`src/flash_status_pkg.sv`:
```
// Constants shared by the flash status and protection logic.
// ==========================================================
// Contract
// - Lock set: sector protect commands ignored.
// - Lock set: no global protect or unprotect.
// - Lock clear: protect requests processed normally.
// - Lock clears on power-up and device reset.
// - Protect pin asserted: lock may only rise; the enabled reset command still clears it.
// - Status one write changes only bit seven.
// - Program mode flag shown, byte mode after reset.
// - Error flag set when a byte failed.
// - Aborted operations leave error flag unset.
// - Read-only bit mirrors protect pin.
// - Summary bits encode none, some, all.
// - Latch clear rejects all write commands.
// - Latch clears after writes complete or stop.
// - Incomplete opcode keeps the latch set.
// - Busy bit in both bytes, always readable.
// - Reset command needs the reset enable bit.
// - Reset enable kept through reset command.
// - Byte two write changes bit four only.
// - Status interrupt drives busy on output continuously.
// - Chip select high ends interrupt, output off.
// - Illegal lock clear ignored, latch cleared.
package flash_status_pkg;
  // Opcodes. Read byte two and reset opcodes are local picks.
  localparam logic [7:0] OP_WREN   = 8'h06;
  localparam logic [7:0] OP_WRDI   = 8'h04;
  localparam logic [7:0] OP_RDSR1  = 8'h05;
  localparam logic [7:0] OP_RDSR2  = 8'h35;
  localparam logic [7:0] OP_WRSR1  = 8'h01;
  localparam logic [7:0] OP_WRSR2  = 8'h31;
  localparam logic [7:0] OP_ASI    = 8'h25;
  localparam logic [7:0] OP_PROT   = 8'h36;
  localparam logic [7:0] OP_UNPROT = 8'h39;
  localparam logic [7:0] OP_RESET  = 8'hf0;
  // Field positions of the two status bytes.
  localparam int LOCK_POS  = 7;
  localparam int PMODE_POS = 6;
  localparam int EPE_POS   = 5;
  localparam int WPP_POS   = 4;
  localparam int SWP_LO    = 2;
  localparam int WEL_POS   = 1;
  localparam int RDY_POS   = 0;
  localparam int RESET_ENABLE_BIT_POS  = 4;
  // Reset values.
  localparam logic LOCK_RST = 1'b0;
  localparam logic WEL_RST  = 1'b0;
  localparam logic RESET_ENABLE_BIT_RST = 1'b0;
  localparam logic EPE_RST  = 1'b0;
  // Software protection summary codes.
  localparam logic [1:0] SWP_NONE = 2'h0;
  localparam logic [1:0] SWP_SOME = 2'h1;
  localparam logic [1:0] SWP_ALL  = 2'h3;
  // Global protect field values in the byte one data.
  localparam logic [3:0] GP_ALL  = 4'hf;
  localparam logic [3:0] GP_NONE = 4'h0;
  // Serial engine states, one-hot.
  typedef enum logic [4:0] {
    ST_CMD   = 5'h01,
    ST_WDATA = 5'h02,
    ST_READ  = 5'h04,
    ST_ASI   = 5'h08,
    ST_SKIP  = 5'h10
  } ser_state_type;
endpackage

```
`src/flash_status_regs.sv`:
```
// Status bytes, protection lock and serial command front end.
`timescale 1ns/100ps
module flash_status_regs
  import flash_status_pkg::*;
(
  // Clock and reset.
  input  wire logic clk,
  input  wire logic rst,
  // Serial pins.
  input  wire logic cs_n,
  input  wire logic sck,
  input  wire logic si,
  input  wire logic wp_n,
  output logic      so,
  output logic      so_oe,
  // Array engine side.
  input  wire logic busy,
  input  wire logic seq_mode,
  input  wire logic op_done,
  input  wire logic op_fail,
  input  wire logic op_aborted,
  input  wire logic wel_clr_evt,
  input  wire logic any_protected,
  input  wire logic all_protected,
  output logic      write_enable,
  output logic      protect_req,
  output logic      unprotect_req,
  output logic      global_prot_req,
  output logic      global_unprot_req,
  output logic      dev_reset
);

  // ==========================================================
  // Pin synchronisers
  // ==========================================================
  logic [3:0] s1_r;     // First stage, read only by s2_r.
  logic [3:0] s2_r;     // Second stage: cs_n, sck, si, wp_n.
  logic       sck_d_r;  // Delayed sck for edge detection.
  logic       cs_d_r;   // Delayed chip select.

  // Every pin passes two flops before any logic sees it.
  always_ff @(posedge clk) begin
    if (rst) begin
      s1_r    <= 4'hf;
      s2_r    <= 4'hf;
      sck_d_r <= 1'b1;
      cs_d_r  <= 1'b1;
    end else begin
      s1_r    <= {cs_n, sck, si, wp_n};
      s2_r    <= s1_r;
      sck_d_r <= s2_r[2];
      cs_d_r  <= s2_r[3];
    end
  end

  logic cs_on;     // Chip select asserted.
  logic cs_end;    // Chip select just released.
  logic sck_rise;  // Sampling edge.
  logic sck_fall;  // Shift-out edge.
  logic wp_on;     // Protect pin asserted.
  assign cs_on    = ~s2_r[3];
  assign cs_end   = s2_r[3] & ~cs_d_r;
  assign sck_rise = cs_on & s2_r[2] & ~sck_d_r;
  assign sck_fall = cs_on & ~s2_r[2] & sck_d_r;
  assign wp_on    = ~s2_r[0];

  // ==========================================================
  // Status bits
  // ==========================================================
  logic lock_r;  // Protection lock bit.
  logic wel_r;   // Write enable latch.
  logic epe_r;   // Erase/program error flag.
  logic reset_enable_bit_r;  // Reset enable bit.
  logic [1:0] software_protection_summary;

  // Summary code; "all" wins so the three codes stay distinct.
  always_comb begin
    if (all_protected) begin
      software_protection_summary = SWP_ALL;
    end else if (any_protected) begin
      software_protection_summary = SWP_SOME;
    end else begin
      software_protection_summary = SWP_NONE;
    end
  end

  // Builds a fresh byte at each call so readers see live busy.
  function automatic logic [7:0] stat_byte(input logic two);
    logic [7:0] b;
    b = 8'h00;
    if (two) begin
      b[RESET_ENABLE_BIT_POS] = reset_enable_bit_r;  // Others read zero except busy.
    end else begin
      b[LOCK_POS]          = lock_r;
      b[PMODE_POS]         = seq_mode;
      b[EPE_POS]           = epe_r;
      b[WPP_POS]           = wp_on;
      b[SWP_LO+1:SWP_LO]   = software_protection_summary;
      b[WEL_POS]           = wel_r;
    end
    b[RDY_POS] = busy;
    return b;
  endfunction

  // ==========================================================
  // Serial receive
  // ==========================================================
  ser_state_type st_r;
  logic [7:0] sh_r;     // Incoming bits.
  logic [2:0] bit_r;    // Bit within byte.
  logic [1:0] bytes_r;  // Whole bytes, saturating at three.
  logic [7:0] op_r;     // Latched opcode.
  logic [7:0] dat_r;    // First data byte.
  logic       dok_r;    // First data byte complete.
  logic [7:0] rx;       // Byte including the current bit.
  logic       byte_dn;  // Eighth bit taken.
  assign rx      = {sh_r[6:0], s2_r[1]};
  assign byte_dn = sck_rise & (bit_r == 3'h7);

  // Bit and byte counting; cleared while chip select is high.
  always_ff @(posedge clk) begin
    if (rst || !cs_on) begin
      sh_r    <= 8'h00;
      bit_r   <= 3'h0;
      bytes_r <= 2'h0;
    end else if (sck_rise) begin
      sh_r  <= rx;
      bit_r <= bit_r + 3'h1;
      if (bit_r == 3'h7 && bytes_r != 2'h3) begin
        bytes_r <= bytes_r + 2'h1;
      end
    end
  end

  // Command decode at the end of the opcode byte.
  always_ff @(posedge clk) begin
    if (rst || !cs_on) begin
      st_r  <= ST_CMD;
      op_r  <= 8'h00;
      dat_r <= 8'h00;
      dok_r <= 1'b0;
    end else if (byte_dn) begin
      unique case (st_r)
        ST_CMD: begin
          op_r <= rx;
          if (rx == OP_RDSR1 || rx == OP_RDSR2) begin
            st_r <= ST_READ;
          end else if (rx == OP_ASI) begin
            st_r <= ST_ASI;  // Mode 3 dummy bit is simply ignored.
          end else if (rx == OP_WRSR1 || rx == OP_WRSR2) begin
            st_r <= ST_WDATA;
          end else begin
            st_r <= ST_SKIP;
          end
        end
        ST_WDATA: begin
          dat_r <= rx;  // Later bytes are ignored.
          dok_r <= 1'b1;
          st_r  <= ST_SKIP;
        end
        default: begin
          st_r <= st_r;
        end
      endcase
    end
  end

  // ==========================================================
  // Command execution at chip select release
  // ==========================================================
  logic got_op;   // Full opcode was received.
  logic do_w1;    // Byte one write executes.
  logic bad_clr;  // Lock clear under an asserted pin.
  logic act;      // Any full command with latch set, not busy.
  assign got_op  = cs_end & (bytes_r != 2'h0);
  assign act     = got_op & wel_r & ~busy;
  assign bad_clr = lock_r & ~dat_r[LOCK_POS] & wp_on;
  assign do_w1   = act & (op_r == OP_WRSR1) & dok_r & ~bad_clr;

  // Lock bit: only bit seven of the data is ever stored.
  always_ff @(posedge clk) begin
    if (rst) begin
      lock_r <= LOCK_RST;
    end else if (got_op && op_r == OP_RESET && reset_enable_bit_r) begin
      lock_r <= LOCK_RST;
    end else if (do_w1) begin
      lock_r <= dat_r[LOCK_POS];
    end
  end

  // Reset enable survives the reset command itself.
  always_ff @(posedge clk) begin
    if (rst) begin
      reset_enable_bit_r <= RESET_ENABLE_BIT_RST;
    end else if (act && op_r == OP_WRSR2 && dok_r && bit_r == 3'h0) begin
      reset_enable_bit_r <= dat_r[RESET_ENABLE_BIT_POS];
    end
  end

  // Write enable latch; a set in the same cycle as a clear wins.
  always_ff @(posedge clk) begin
    if (rst) begin
      wel_r <= WEL_RST;
    end else if (got_op && op_r == OP_WREN) begin
      wel_r <= 1'b1;
    end else if (got_op && op_r == OP_RESET && reset_enable_bit_r) begin
      wel_r <= WEL_RST;
    end else if (wel_clr_evt) begin
      wel_r <= 1'b0;
    end else if (got_op && (op_r == OP_WRDI || op_r == OP_WRSR1 ||
                 op_r == OP_WRSR2 || op_r == OP_PROT || op_r == OP_UNPROT)) begin
      wel_r <= 1'b0;
    end
  end

  // Error flag refreshed by each finished operation.
  always_ff @(posedge clk) begin
    if (rst) begin
      epe_r <= EPE_RST;
    end else if (op_done) begin
      epe_r <= op_fail & ~op_aborted;
    end
  end

  // Requests to the sector protection logic, plus the device reset, one pulse each.
  always_ff @(posedge clk) begin
    if (rst) begin
      protect_req       <= 1'b0;
      unprotect_req     <= 1'b0;
      global_prot_req   <= 1'b0;
      global_unprot_req <= 1'b0;
      dev_reset         <= 1'b0;
    end else begin
      protect_req       <= act & ~lock_r & (op_r == OP_PROT);
      unprotect_req     <= act & ~lock_r & (op_r == OP_UNPROT);
      // Prior lock state decides the global action.
      global_prot_req   <= do_w1 & ~lock_r & (dat_r[5:2] == GP_ALL);
      global_unprot_req <= do_w1 & ~lock_r & (dat_r[5:2] == GP_NONE);
      dev_reset         <= got_op & (op_r == OP_RESET) & reset_enable_bit_r;
    end
  end
  assign write_enable = wel_r;

  // ==========================================================
  // Serial output
  // ==========================================================
  logic [7:0] osh_r;  // Outgoing bits.
  logic [2:0] obit_r; // Output bit within byte.
  logic       so_r;
  logic       oe_r;
  logic [7:0] fresh;  // Status byte for the command in progress.

  // Built every cycle, so the byte loaded at a byte boundary carries live busy.
  always_comb begin
    fresh = stat_byte(op_r == OP_RDSR2);
  end

  // Read shifts a fresh status byte every eight falls, so a host
  // polling busy always sees live data; the interrupt mode
  // instead follows busy on every clock.
  always_ff @(posedge clk) begin
    if (rst || !cs_on || !(st_r == ST_READ || st_r == ST_ASI)) begin
      osh_r  <= 8'h00;
      obit_r <= 3'h0;
      so_r   <= 1'b0;
    end else if (st_r == ST_ASI) begin
      so_r <= busy;
    end else if (sck_fall) begin
      obit_r <= obit_r + 3'h1;
      if (obit_r == 3'h0) begin
        osh_r <= {fresh[6:0], 1'b0};
        so_r  <= fresh[7];
      end else begin
        osh_r <= {osh_r[6:0], 1'b0};
        so_r  <= osh_r[7];
      end
    end
  end

  // Driver released one clock after chip select is seen high.
  always_ff @(posedge clk) begin
    if (rst) begin
      oe_r <= 1'b0;
    end else begin
      oe_r <= cs_on & (st_r == ST_READ || st_r == ST_ASI);
    end
  end
  assign so    = so_r;
  assign so_oe = oe_r;
endmodule

```
`config.mk`:
```
export PLATFORM = sky130hd
export DESIGN_NAME = flash_status_regs
export DESIGN_NICKNAME = d
export VERILOG_FILES = /design/src/flash_status_pkg.sv /design/src/flash_status_regs.sv
export SDC_FILE = /design/constraint.sdc
export NUM_CORES = 1
export LEC_CHECK = 0
export BUFFER_PORTS_ARGS = -buffer_cell sky130_fd_sc_hd__buf_2
export CAP_MARGIN = 20
export CORE_ASPECT_RATIO = 0.5
export CORE_MARGIN = 4
export CORE_UTILIZATION = 33
export CTS_CLUSTER_DIAMETER = 80
export DETAILED_ROUTE_END_ITERATION = 8
export SLEW_MARGIN = 20
export SYNTH_ARGS = -nofsm -noshare
export SYNTH_HDL_FRONTEND = slang
export SYNTH_SLANG_ARGS = --single-unit
```
`constraint.sdc`:
```
create_clock -name clk -period 1.5 [get_ports clk]
set_input_delay 0.225 -clock clk [delete_from_list [all_inputs] [get_ports clk]]
set_output_delay 0.225 -clock clk [all_outputs]
set_load 0.02 [all_outputs]
```
==> metrics.md, run 1 <==
| Metric | Value |
|---|---|
| DRC viols | `0` |
| Unrepaired setup endpoints after global routing | `true` |
| Vias | `2238` |
| Clock Pin Slew Worst Setup and Hold Paths | `0.05 ns` |
| Worst min path class | `primary input to register` |
| Reg2Reg Depth | `7` |
| Fill count | `780` |
| Final setup viols | `1` |
| Vias in the first global route | `2285` |
| CP startpoint kind | `register` |
| FMAX | `0.665 GHz` |
| Post-route setup TNS | `-0.00342 ns` |
| NumNets Final | `357` |
| Gpl congestion | `0.823` |
| Largest net degree at the start of global routing | `21` |
| Num CTS Buffers | `9` |
| Final HPWL DP | `4810 µm` |
| Die Ht | `72.7 µm` |
| Yosys warnings | `0` |
| GRT met2 Usage | `22.4%` |
| Top cells by area, synth | `dfxtp_1, nand2_1, a21oi_1, mux2i_1, ha_1` |
| First-pass GRT wire length | `10700 µm` |
| Relative max-transition margin | `71.4%` |
| Placed Cells incl. Taps | `436` |
| Yosys top cell by area | `dfxtp_1` |
| Area grow syn2layout | `28.6%` |
| CTS tree | `done` |
| Routed Antenna Nets | `0` |
| Avg Cell Area, Syn | `9.49 µm²` |
| Most instantiated cells after synthesis | `dfxtp_1, nand2_1, a21oi_1, nor2_1, inv_1` |
| Mapped Cells | `291` |
| Layout cell share with drive strength beyond 1 | `34.6%` |
| Most used routing layer | `met2` |
| Met1 Use GR | `17.3%` |
| Top_reg_cell synth | `dfxtp_1` |
| WL/cell | `14.6 µm` |
| Site row count | `23` |
| Clock Sinks | `62` |
| Initial Util | `34.3%` |
| Minimum hold slack | `0.0829 ns` |
| Crit end category | `register` |
| Vias/cell | `4.94` |
| Post-synthesis register bit count | `62` |
| Worst reg2reg setup slack | `-0.003 ns` |
| GRT Total Usage | `13.8%` |
| Synth top area share | `44.9%` |
| Worst setup margin | `-0.00342 ns` |
| Leakage power total | `1.32 nW` |
| Hold_sp | `si` |
| Final WL | `6640 µm` |
| Pwr/cell area | `1010 mW/mm²` |
| Post-synth EDFFs | `0` |
| Die width | `137 µm` |
| H-tree Lvls | `3` |
| Util after Layout | `44.1%` |
| Netlist Area Pre-Place | `0.00276 mm²` |
| Register area share after synthesis | `44.9%` |
| VDD IR max | `0.548 mV` |
| Skew final | `0.00386 ns` |
| I/O Buffers | `21` |
| Worst-margin pin slew | `0.428 ns` |
| Critical R2R Launch | `bit_r[0]` |
| Root buf cell | `clkbuf_16` |
| DRT iter0 DRCs | `188` |
| Min Tclk post-route | `1.50 ns` |
| Fin crit share | `100%` |
| Run status | `finished, violations left` |
| Post-CTS Hold Buffers | `0` |
| Crit Path Category | `register to register` |
| Post-placement cell area | `0.00313 mm²` |
| Total global routing overflow | `0` |
| Core Area | `0.00806 mm²` |
| Max FO, Critical Path | `5` |
| GR Util met3 | `3.31%` |
| Slew Limit Fails | `0` |
| I/O pins | `22` |
| Finished Layout Cells | `453` |
| Fin. Hold Viols | `0` |
| Unique masters post-synth | `58` |
| RR Endpoint | `op_r[6]` |
| Clock Path Buffers | `2` |
| Crit path required time | `1.71 ns` |
| Mapped Nets | `312` |
| Initial antenna violation count | `0` |
| Worst Path Arrival | `1.72 ns` |
| Failing checks | `setup timing` |
| Hold path endpoint | `s1_r[1]` |
| Max_cap viols | `0` |
| Die ar. | `0.00998 mm²` |
| Post-synth ARST share | `0%` |
| Most common cell in the netlist | `dfxtp_1` |
| Antenna cells | `0` |
| Cell depth of the worst hold path | `2` |
| Post-route cell area | `0.00355 mm²` |
| Worst-Skew Late Latency | `0.33 ns` |
| Pre-antenna DRT Iters | `4` |
[metrics by stage]
| step | worst slack [ns] | power [mW] |
|---|---|---|
| floorplan | 0.0154 | 1.75 |
| global placement | 0.0257 | 1.78 |
| detailed placement | -0.0892 | 1.78 |
| CTS | 0.00118 | 3.62 |
| global route | -0.0568 | 3.71 |
| finish | -0.00342 | 3.59 |
[registers in the layout (all words and copies together), names as in the netlist]
name and cells:
sck_d_r 1, bytes_r 2, bit_r 3, sh_r 7, reset_enable_bit_r 1, op_r 8
so 1, so_oe 1, osh_r 7, write_enable 1, s2_r 4, global_unprot_req 1
lock_r 1, dok_r 1, dat_r 5, global_prot_req 1, cs_d_r 1, st_r 5
unprotect_req 1, epe_r 1, obit_r 3, s1_r 4, protect_req 1, dev_reset 1
[cell families after synthesis]
logic type	synth area share (%)
AND/OR/NAND/NOR	29.0
flip-flops	44.9
AO/OA/AOI/OAI	14.3
buffers and inverters	3.81
multiplexers	3.26
adder cells (fa/ha/maj)	3.17
XOR/XNOR	1.59
[area by class of cell]
| cell class | count | area (µm²) | share of cell area, % |
|---|---|---|---|
| Inverter | 12 | 45.0 | 1.27 |
| Tap cell | 112 | 140 | 3.95 |
| Clock inverter | 6 | 38.8 | 1.09 |
| Multi-Input combinational cell | 207 | 1530 | 43.2 |
| Clock buffer | 10 | 229 | 6.45 |
| Sequential cell | 62 | 1250 | 35.2 |
| Timing Repair Buffer | 44 | 315 | 8.88 |
[placed cells by master (no fill, tap or decap), types with 8 or more instances in the layout]
cell        n
or2_2       9
nand2b_1    9
dfxtp_1    56
a21oi_1    22
nand3_1     8
buf_4      19
clkbuf_16  10
buf_2      21
inv_1      11
mux2i_1     8
nor2_1     20
nand2_1    36
[how the worst max path moves through the flow]
| stage | from | end | slack, ns | depth (start not counted) |
|---|---|---|---|---|
| 6_report | bit_r[0] | op_r[6] | -0.003 | 7 |
| 5_1_grt | bit_r[0] | op_r[6] | -0.06 | 7 |
| 4_1_cts | bit_r[0] | op_r[6] | 0.001 | 7 |
| 3_5_place_dp | bytes_r[1] | global_unprot_req | -0.09 | 6 |
| 3_3_place_gp | bit_r[1] | bytes_r[1] | 0.03 | 6 |
| 2_1_floorplan | bit_r[1] | st_r[1] | 0.02 | 7 |
[per-layer routing]
metal | up-vias | share of wire [%]
met5 | - | 0
met3 | 15 | 3.1
met1 | 1055 | 49
met2 | 47 | 46
li1 | 1121 | -
met4 | 0 | 2.0
[where the power goes]
group          internal [mW]  switching [mW]
Clock                   1.11           0.733
Sequential              1.66          0.0103
Combinational         0.0383          0.0408
Total                   2.81           0.784
[what timing repair did]
item / CTS / global route
cloned: 0 / 1
setup endpoints to repair: 11 / 31
buffers inserted: 0 / 0
pin swaps: 3 / 6
resized for setup: 5 / 23
[worst max-delay path, stage by stage, from the launching register on]
cell      delay (ns)
dfxtp_2         0.35
ha_4            0.14
ha_4            0.11
and4bb_4        0.28
nand3_4         0.11
buf_12          0.18
mux2i_2         0.16
nor2_1          0.05
(Power assumes the default switching activity.)
==> run 2, diff against run 1 <==
--- a/config.mk
+++ b/config.mk
@@ -5,6 +5,7 @@
 export SDC_FILE = /design/constraint.sdc
 export NUM_CORES = 1
 export LEC_CHECK = 0
+export ABC_AREA = 1
 export BUFFER_PORTS_ARGS = -buffer_cell sky130_fd_sc_hd__buf_2
 export CAP_MARGIN = 20
 export CORE_ASPECT_RATIO = 0.5
@@ -12,6 +13,7 @@
 export CORE_UTILIZATION = 33
 export CTS_CLUSTER_DIAMETER = 80
 export DETAILED_ROUTE_END_ITERATION = 8
+export PLACE_DENSITY_LB_ADDON = 0.12
 export SLEW_MARGIN = 20
 export SYNTH_ARGS = -nofsm -noshare
 export SYNTH_HDL_FRONTEND = slang
==> run 2 against run 1 <==
Against the previous run: the run now ends clean; critical path type unchanged; sequential cell count is the same; critical endpoint is now st_r[3]; wire length shrank 6.4%; synthesized cell count grew 9.6%.
==> metrics.md, run 2 <==
| Metric | Value |
|---|---|
| Multi-input gate area | `0.00124 mm²` |
| Register Area | `0.00125 mm²` |
| Max FO, Critical Path | `4` |
| Num CTS Buffers | `9` |
| Routed Antenna Nets | `0` |
| Clock Path Buffers | `2` |
| Min Tclk post-route | `1.44 ns` |
| Most common cell after layout, fill and taps aside | `dfxtp_1` |
| Most used routing layer | `met2` |
| Vias/cell | `4.69` |
| Layout cell share with drive strength beyond 1 | `31.5%` |
| Total global routing overflow | `0` |
| Worst Path Arrival | `1.69 ns` |
| Fin. Hold Viols | `0` |
| Post-synth EDFFs | `0` |
| I/O Buffers | `21` |
| Post-CTS Hold Buffers | `0` |
| Met1 Use GR | `17.9%` |
| Vias | `2277` |
| Fin crit share | `96.0%` |
| Root buf cell | `clkbuf_16` |
| Slowest library cell on the worst path | `dfxtp_2` |
| Unique masters post-synth | `30` |
| Mapped Cells | `319` |
| Worst-Skew Late Latency | `0.32 ns` |
| GRT Total Usage | `13.6%` |
| Most instantiated cells after synthesis | `dfxtp_1, a21oi_1, inv_1, o21ai_0, nor2_1` |
| Antenna cells | `0` |
| Yosys top cell by area | `dfxtp_1` |
| Max_cap viols | `0` |
| Skew final | `0.00350 ns` |
| GRT met2 Usage | `20.5%` |
| Relative max-transition margin | `77.4%` |
| CTS tree | `done` |
| Slew Limit Fails | `0` |
| Worst path cell trace | `ha_4 > ha_4 > nand4_4 > nor2_4 > buf_4 > buf_4 > nand4_1 > a21oi_1` |
| Final HPWL DP | `4470 µm` |
| CP startpoint kind | `register` |
| CP max stage delay | `0.35 ns` |
| Yosys warnings | `0` |
| Gpl congestion | `0.863` |
| Worst-margin pin slew | `0.338 ns` |
| Fill count | `738` |
| H-tree Lvls | `3` |
| Initial antenna violation count | `0` |
| Initial Util | `34.9%` |
| Top cells by area, synth | `dfxtp_1, a21oi_1, o21ai_0, inv_1, nor2_1` |
| GR Util met3 | `5.11%` |
| Crit path required time | `1.75 ns` |
| Synth top area share | `47.4%` |
| DRT iter0 DRCs | `88` |
| Post-synth ARST share | `0%` |
| FMAX | `0.694 GHz` |
| Post-route cell area | `0.00347 mm²` |
| Largest register FFs | `8` |
| Worst min path class | `primary input to register` |
| Most common cell in the netlist | `dfxtp_1` |
| First-pass GRT wire length | `10100 µm` |
| Minimum hold slack | `0.0824 ns` |
| Pwr/cell area | `1140 mW/mm²` |
| Post-synthesis register bit count | `62` |
| Netlist Area Pre-Place | `0.00262 mm²` |
| Clock Sinks | `62` |
| Vias in the first global route | `2151` |
| Mapped Nets | `340` |
| NumNets Final | `394` |
| Register with the most flip-flops | `op_r` |
| Design Power | `3.95 mW` |
| Crit end category | `register` |
| Die Ht | `71.0 µm` |
| Largest registers | `op_r: 8 flops, osh_r: 7 flops, sh_r: 7 flops` |
| Area grow syn2layout | `32.4%` |
| Final WL | `6210 µm` |
| Avg Cell Area, Syn | `8.21 µm²` |
| Leakage power total | `1.41 nW` |
| VDD IR max | `0.542 mV` |
| Core Area | `0.00751 mm²` |
| Final setup viols | `0` |
| WL/cell | `12.8 µm` |
| Crit Path Category | `register to register` |
| Unrepaired setup endpoints after global routing | `true` |
| Clock Pin Slew Worst Setup and Hold Paths | `0.05 ns` |
| Post-placement cell area | `0.00296 mm²` |
| Register area share after synthesis | `47.4%` |
| Pre-antenna DRT Iters | `5` |
| Die ar. | `0.00952 mm²` |
| I/O pins | `22` |
| Util after Layout | `46.2%` |
| Site row count | `22` |
| Largest net degree at the start of global routing | `28` |
| DRC viols | `0` |
| Top_reg_cell synth | `dfxtp_1` |
| Die width | `134 µm` |
| Most frequent cells in the layout | `dfxtp_1, a21oi_1, inv_1` |
| Run status | `complete, no violations` |
[run 2: cell types whose count changed in the layout (fill, tap and decap cells not counted), sizes merged, moves of 7 or more]
| cell | delta |
|---|---|
| o21ai | +36 |
| inv | +30 |
| a21oi | +23 |
| nor2 | +19 |
| nand2 | -11 |
| nand2b | -10 |
| mux2i | -9 |
| buf | +7 |
[run 2: final cells by class]
type | instances | area share (%)
Sequential cell | 62 | 36.0
Clock buffer | 10 | 6.89
Multi-Input combinational cell | 207 | 35.8
Inverter | 42 | 4.62
Tap cell | 108 | 3.89
Clock inverter | 6 | 2.45
Timing Repair Buffer | 51 | 10.3
[run 2: kinds of logic (layout without fill, tap and decap cells)]
family	count (synthesis)	count (layout)	synth area share, %
adders and majority gates	7	7	3.34
buffers and inverters	50	109	8.31
AOI/OAI and AO/OA	96	96	20.6
and+or+nand+nor	104	104	20.4
DFF	62	62	47.4
[run 2: metrics by stage]
stage	setup TNS (ns)	setup slack [ns]	instances
final	0	0.0597	486
after global routing	-0.281	-0.101	486
after CTS	0	0.00539	475
after detailed placement	-0.00388	-0.00388	457
after global placement	0	0.0811	457
after floorplan	0	0.137	319
[run 2: path summary, 6_finish.rpt]
path                            cells after the start  slack [ns]      end  startpoint
worst max-delay path                                8        0.06  st_r[3]    bit_r[0]
worst max register to register                      8        0.06  st_r[3]    bit_r[0]
worst min-delay path                                2        0.08  s1_r[0]        wp_n
worst min register to register                      1        0.41  s2_r[1]     s1_r[1]
[run 2: what timing repair did]
action | in CTS | in global routing
cloned | 0 | 1
setup buffers | 2 | 10
pin swaps | 3 | 9
resized for setup | 3 | 24
endpoints found under the setup margin | 1 | 23
[run 2: metal layers]
metal,vias up,part of all wire (%)
li1,1182,-
met1,1045,52
met2,48,43
met3,2,4.7
met4,0,0.23
met5,-,0
[run 2: report_power, final]
part           internal [mW]  switching (mW)  leakage (nW)  total [mW]
clock network           1.49           0.714         0.154        2.20
registers               1.66         0.00727         0.503        1.67
logic                 0.0344          0.0436         0.751      0.0780
total                   3.19           0.765          1.41        3.95
[run 2: critical path, delay by kind of cell, from the launching register on]
| family | cells | cell delay (ns) |
|---|---|---|
| adders and majority gates | 2 | 0.27 |
| DFF | 1 | 0.35 |
| buffers and inverters | 2 | 0.23 |
| and+or+nand+nor | 3 | 0.36 |
| AOI/OAI and AO/OA | 1 | 0.17 |
==> run 3, diff against run 2 <==
--- a/config.mk
+++ b/config.mk
@@ -14,6 +14,7 @@
 export CTS_CLUSTER_DIAMETER = 80
 export DETAILED_ROUTE_END_ITERATION = 8
 export PLACE_DENSITY_LB_ADDON = 0.12
+export SETUP_SLACK_MARGIN = 0.1
 export SLEW_MARGIN = 20
 export SYNTH_ARGS = -nofsm -noshare
 export SYNTH_HDL_FRONTEND = slang
==> run 3 against run 2 <==
Against the previous run: sequential cell count did not move; first-iteration DRC count fell by 15%; design area rose by 6.9%; largest power group unchanged; wire length rose by 2.6%; non-clock buffer count rose by 6; register-to-register slack got worse by 0.03 ns; worst setup slack got worse by 0.035 ns; highest routed layer unchanged; hold slack got worse by 0.0020 ns.
==> metrics.md, run 3 (synthesis results as in run 2) <==
| Metric | Value |
|---|---|
| Run status | `complete, no violations` |
| Net Sw Frac | `19.5%` |
| Pre-antenna DRT Iters | `4` |
| Design Power | `3.96 mW` |
| Fin. Hold Viols | `0` |
| Site row count | `22` |
| Initial antenna violation count | `0` |
| Max_cap viols | `0` |
| Register with the most flip-flops | `op_r` |
| Crit path required time | `1.75 ns` |
| I/O Buffers | `21` |
| Relative max-transition margin | `80.3%` |
| Most frequent cells in the layout | `dfxtp_1, inv_1, a21oi_1` |
| Slew Limit Fails | `0` |
| I/O pins | `22` |
| Pwr/cell area | `1070 mW/mm²` |
| Most common cell after layout, fill and taps aside | `dfxtp_1` |
| Unrepaired setup endpoints after global routing | `true` |
| Skew final | `0.00295 ns` |
| Final setup viols | `0` |
| CP startpoint kind | `register` |
| Clock share of power | `55.8%` |
| Flop pwr share | `42.2%` |
| Worst min path class | `primary input to register` |
| Die Ht | `71.0 µm` |
| Worst-margin pin slew | `0.295 ns` |
| WL/cell | `13.0 µm` |
| Core Area | `0.00751 mm²` |
| Max FO, Critical Path | `4` |
| Num CTS Buffers | `9` |
| DRC viols | `0` |
| VDD IR max | `0.546 mV` |
| GRT Total Usage | `13.8%` |
| Vias/cell | `4.73` |
| Largest registers | `op_r: 8 flops, osh_r: 7 flops, sh_r: 7 flops` |
| NumNets Final | `400` |
| Sw Pwr | `0.772 mW` |
| Area grow syn2layout | `41.5%` |
| First-pass GRT wire length | `10300 µm` |
| Crit end category | `register` |
| Gpl congestion | `0.863` |
| Logic gate share of total power | `2.1%` |
| DRT iter0 DRCs | `75` |
| Largest net degree at the start of global routing | `28` |
| Worst-Skew Late Latency | `0.32 ns` |
| Layout cell share with drive strength beyond 1 | `40.1%` |
| Die ar. | `0.00952 mm²` |
| Largest register FFs | `8` |
| CTS tree | `done` |
| Routed Antenna Nets | `0` |
| Die width | `134 µm` |
| Antenna cells | `0` |
| Int Pwr | `3.19 mW` |
| Total global routing overflow | `0` |
| Root buf cell | `clkbuf_16` |
| Leakage power total | `1.48 nW` |
| Clock Pin Slew Worst Setup and Hold Paths | `0.05 ns` |
| H-tree Lvls | `3` |
| Fin crit share | `98.4%` |
| Util after Layout | `49.3%` |
| Min Tclk post-route | `1.48 ns` |
| FMAX | `0.678 GHz` |
| Final HPWL DP | `4470 µm` |
| Initial Util | `34.9%` |
| Crit Path Category | `register to register` |
| Vias | `2326` |
| Clock Sinks | `62` |
| Worst Path Arrival | `1.72 ns` |
| Vias in the first global route | `2180` |
| Clock Path Buffers | `2` |
| Final WL | `6370 µm` |
## run 3: cell count changes in the layout (fill, tap and decap cells not counted), sizes merged
| cell | delta |
|---|---|
| clkdlybuf4s15 | -1 |
| buf | +6 |
| clkbuf | +1 |
## run 3: metal layers
layer / vias up / global-route usage (%) / wire length (µm)
met5: - / 0 / 0
met1: 1086 / 18.2 / 3220
met3: 7 / 4.97 / 270
met4: 0 / 4.40 / 57
met2: 30 / 21.1 / 2820
li1: 1203 / - / -
## run 3: metrics by stage
stage	setup slack [ns]	instance area (µm²)	instances	setup TNS (ns)	hold slack (ns)
final	0.0247	3710	492	0	0.0804
after detailed placement	-0.00388	2960	457	-0.00388	0.398
after global placement	0.0811	2960	457	0	0.391
after CTS	0.0341	3340	479	0	0.0730
after global routing	-0.0667	3710	492	-0.197	0.0742
after floorplan	0.137	2620	319	0	0.314
## run 3: power groups by stage
stage	clock, mW	combinational, mW	sequential (mW)
global route	2.33	0.0921	1.67
detailed placement	0	0.0771	1.70
global placement	0	0.0754	1.70
floorplan	0	0.0407	1.70
CTS	2.26	0.0774	1.67
finish	2.21	0.0824	1.67
## run 3: path summary, 6_finish.rpt
path / start / endpoint / slack, ns / cells after the start
min reg2reg: s1_r[1] / s2_r[1] / 0.41 / 1
max reg2reg: bit_r[1] / st_r[3] / 0.02 / 8
max: bit_r[1] / st_r[3] / 0.02 / 8
min: wp_n / s1_r[0] / 0.08 / 2
## run 3: what timing repair did
| item | 4_1_cts | 5_1_grt |
|---|---|---|
| setup endpoints to repair | 19 | 36 |
| setup buffers | 6 | 11 |
| gates cloned | 0 | 2 |
| hold buffers | 0 | 0 |
| gates resized for setup | 11 | 77 |
| pin swaps | 8 | 26 |
| hold endpoints to repair | 0 | 0 |
## run 3: cell type report
class	count	area, µm²
Clock buffer	10	239
Clock inverter	6	85.1
Fill cell	707	3810
Inverter	42	160
Multi-Input combinational cell	207	1380
Sequential cell	62	1250
Tap cell	108	135
Timing Repair Buffer	57	460
## run 3: critical path, stage by stage, from the launching register on
cell	delay, ns
dfxtp_2	0.35
ha_4	0.14
ha_4	0.13
nand4_4	0.12
nor2_4	0.21
buf_6	0.12
buf_6	0.09
nand4_1	0.09
a21oi_1	0.15
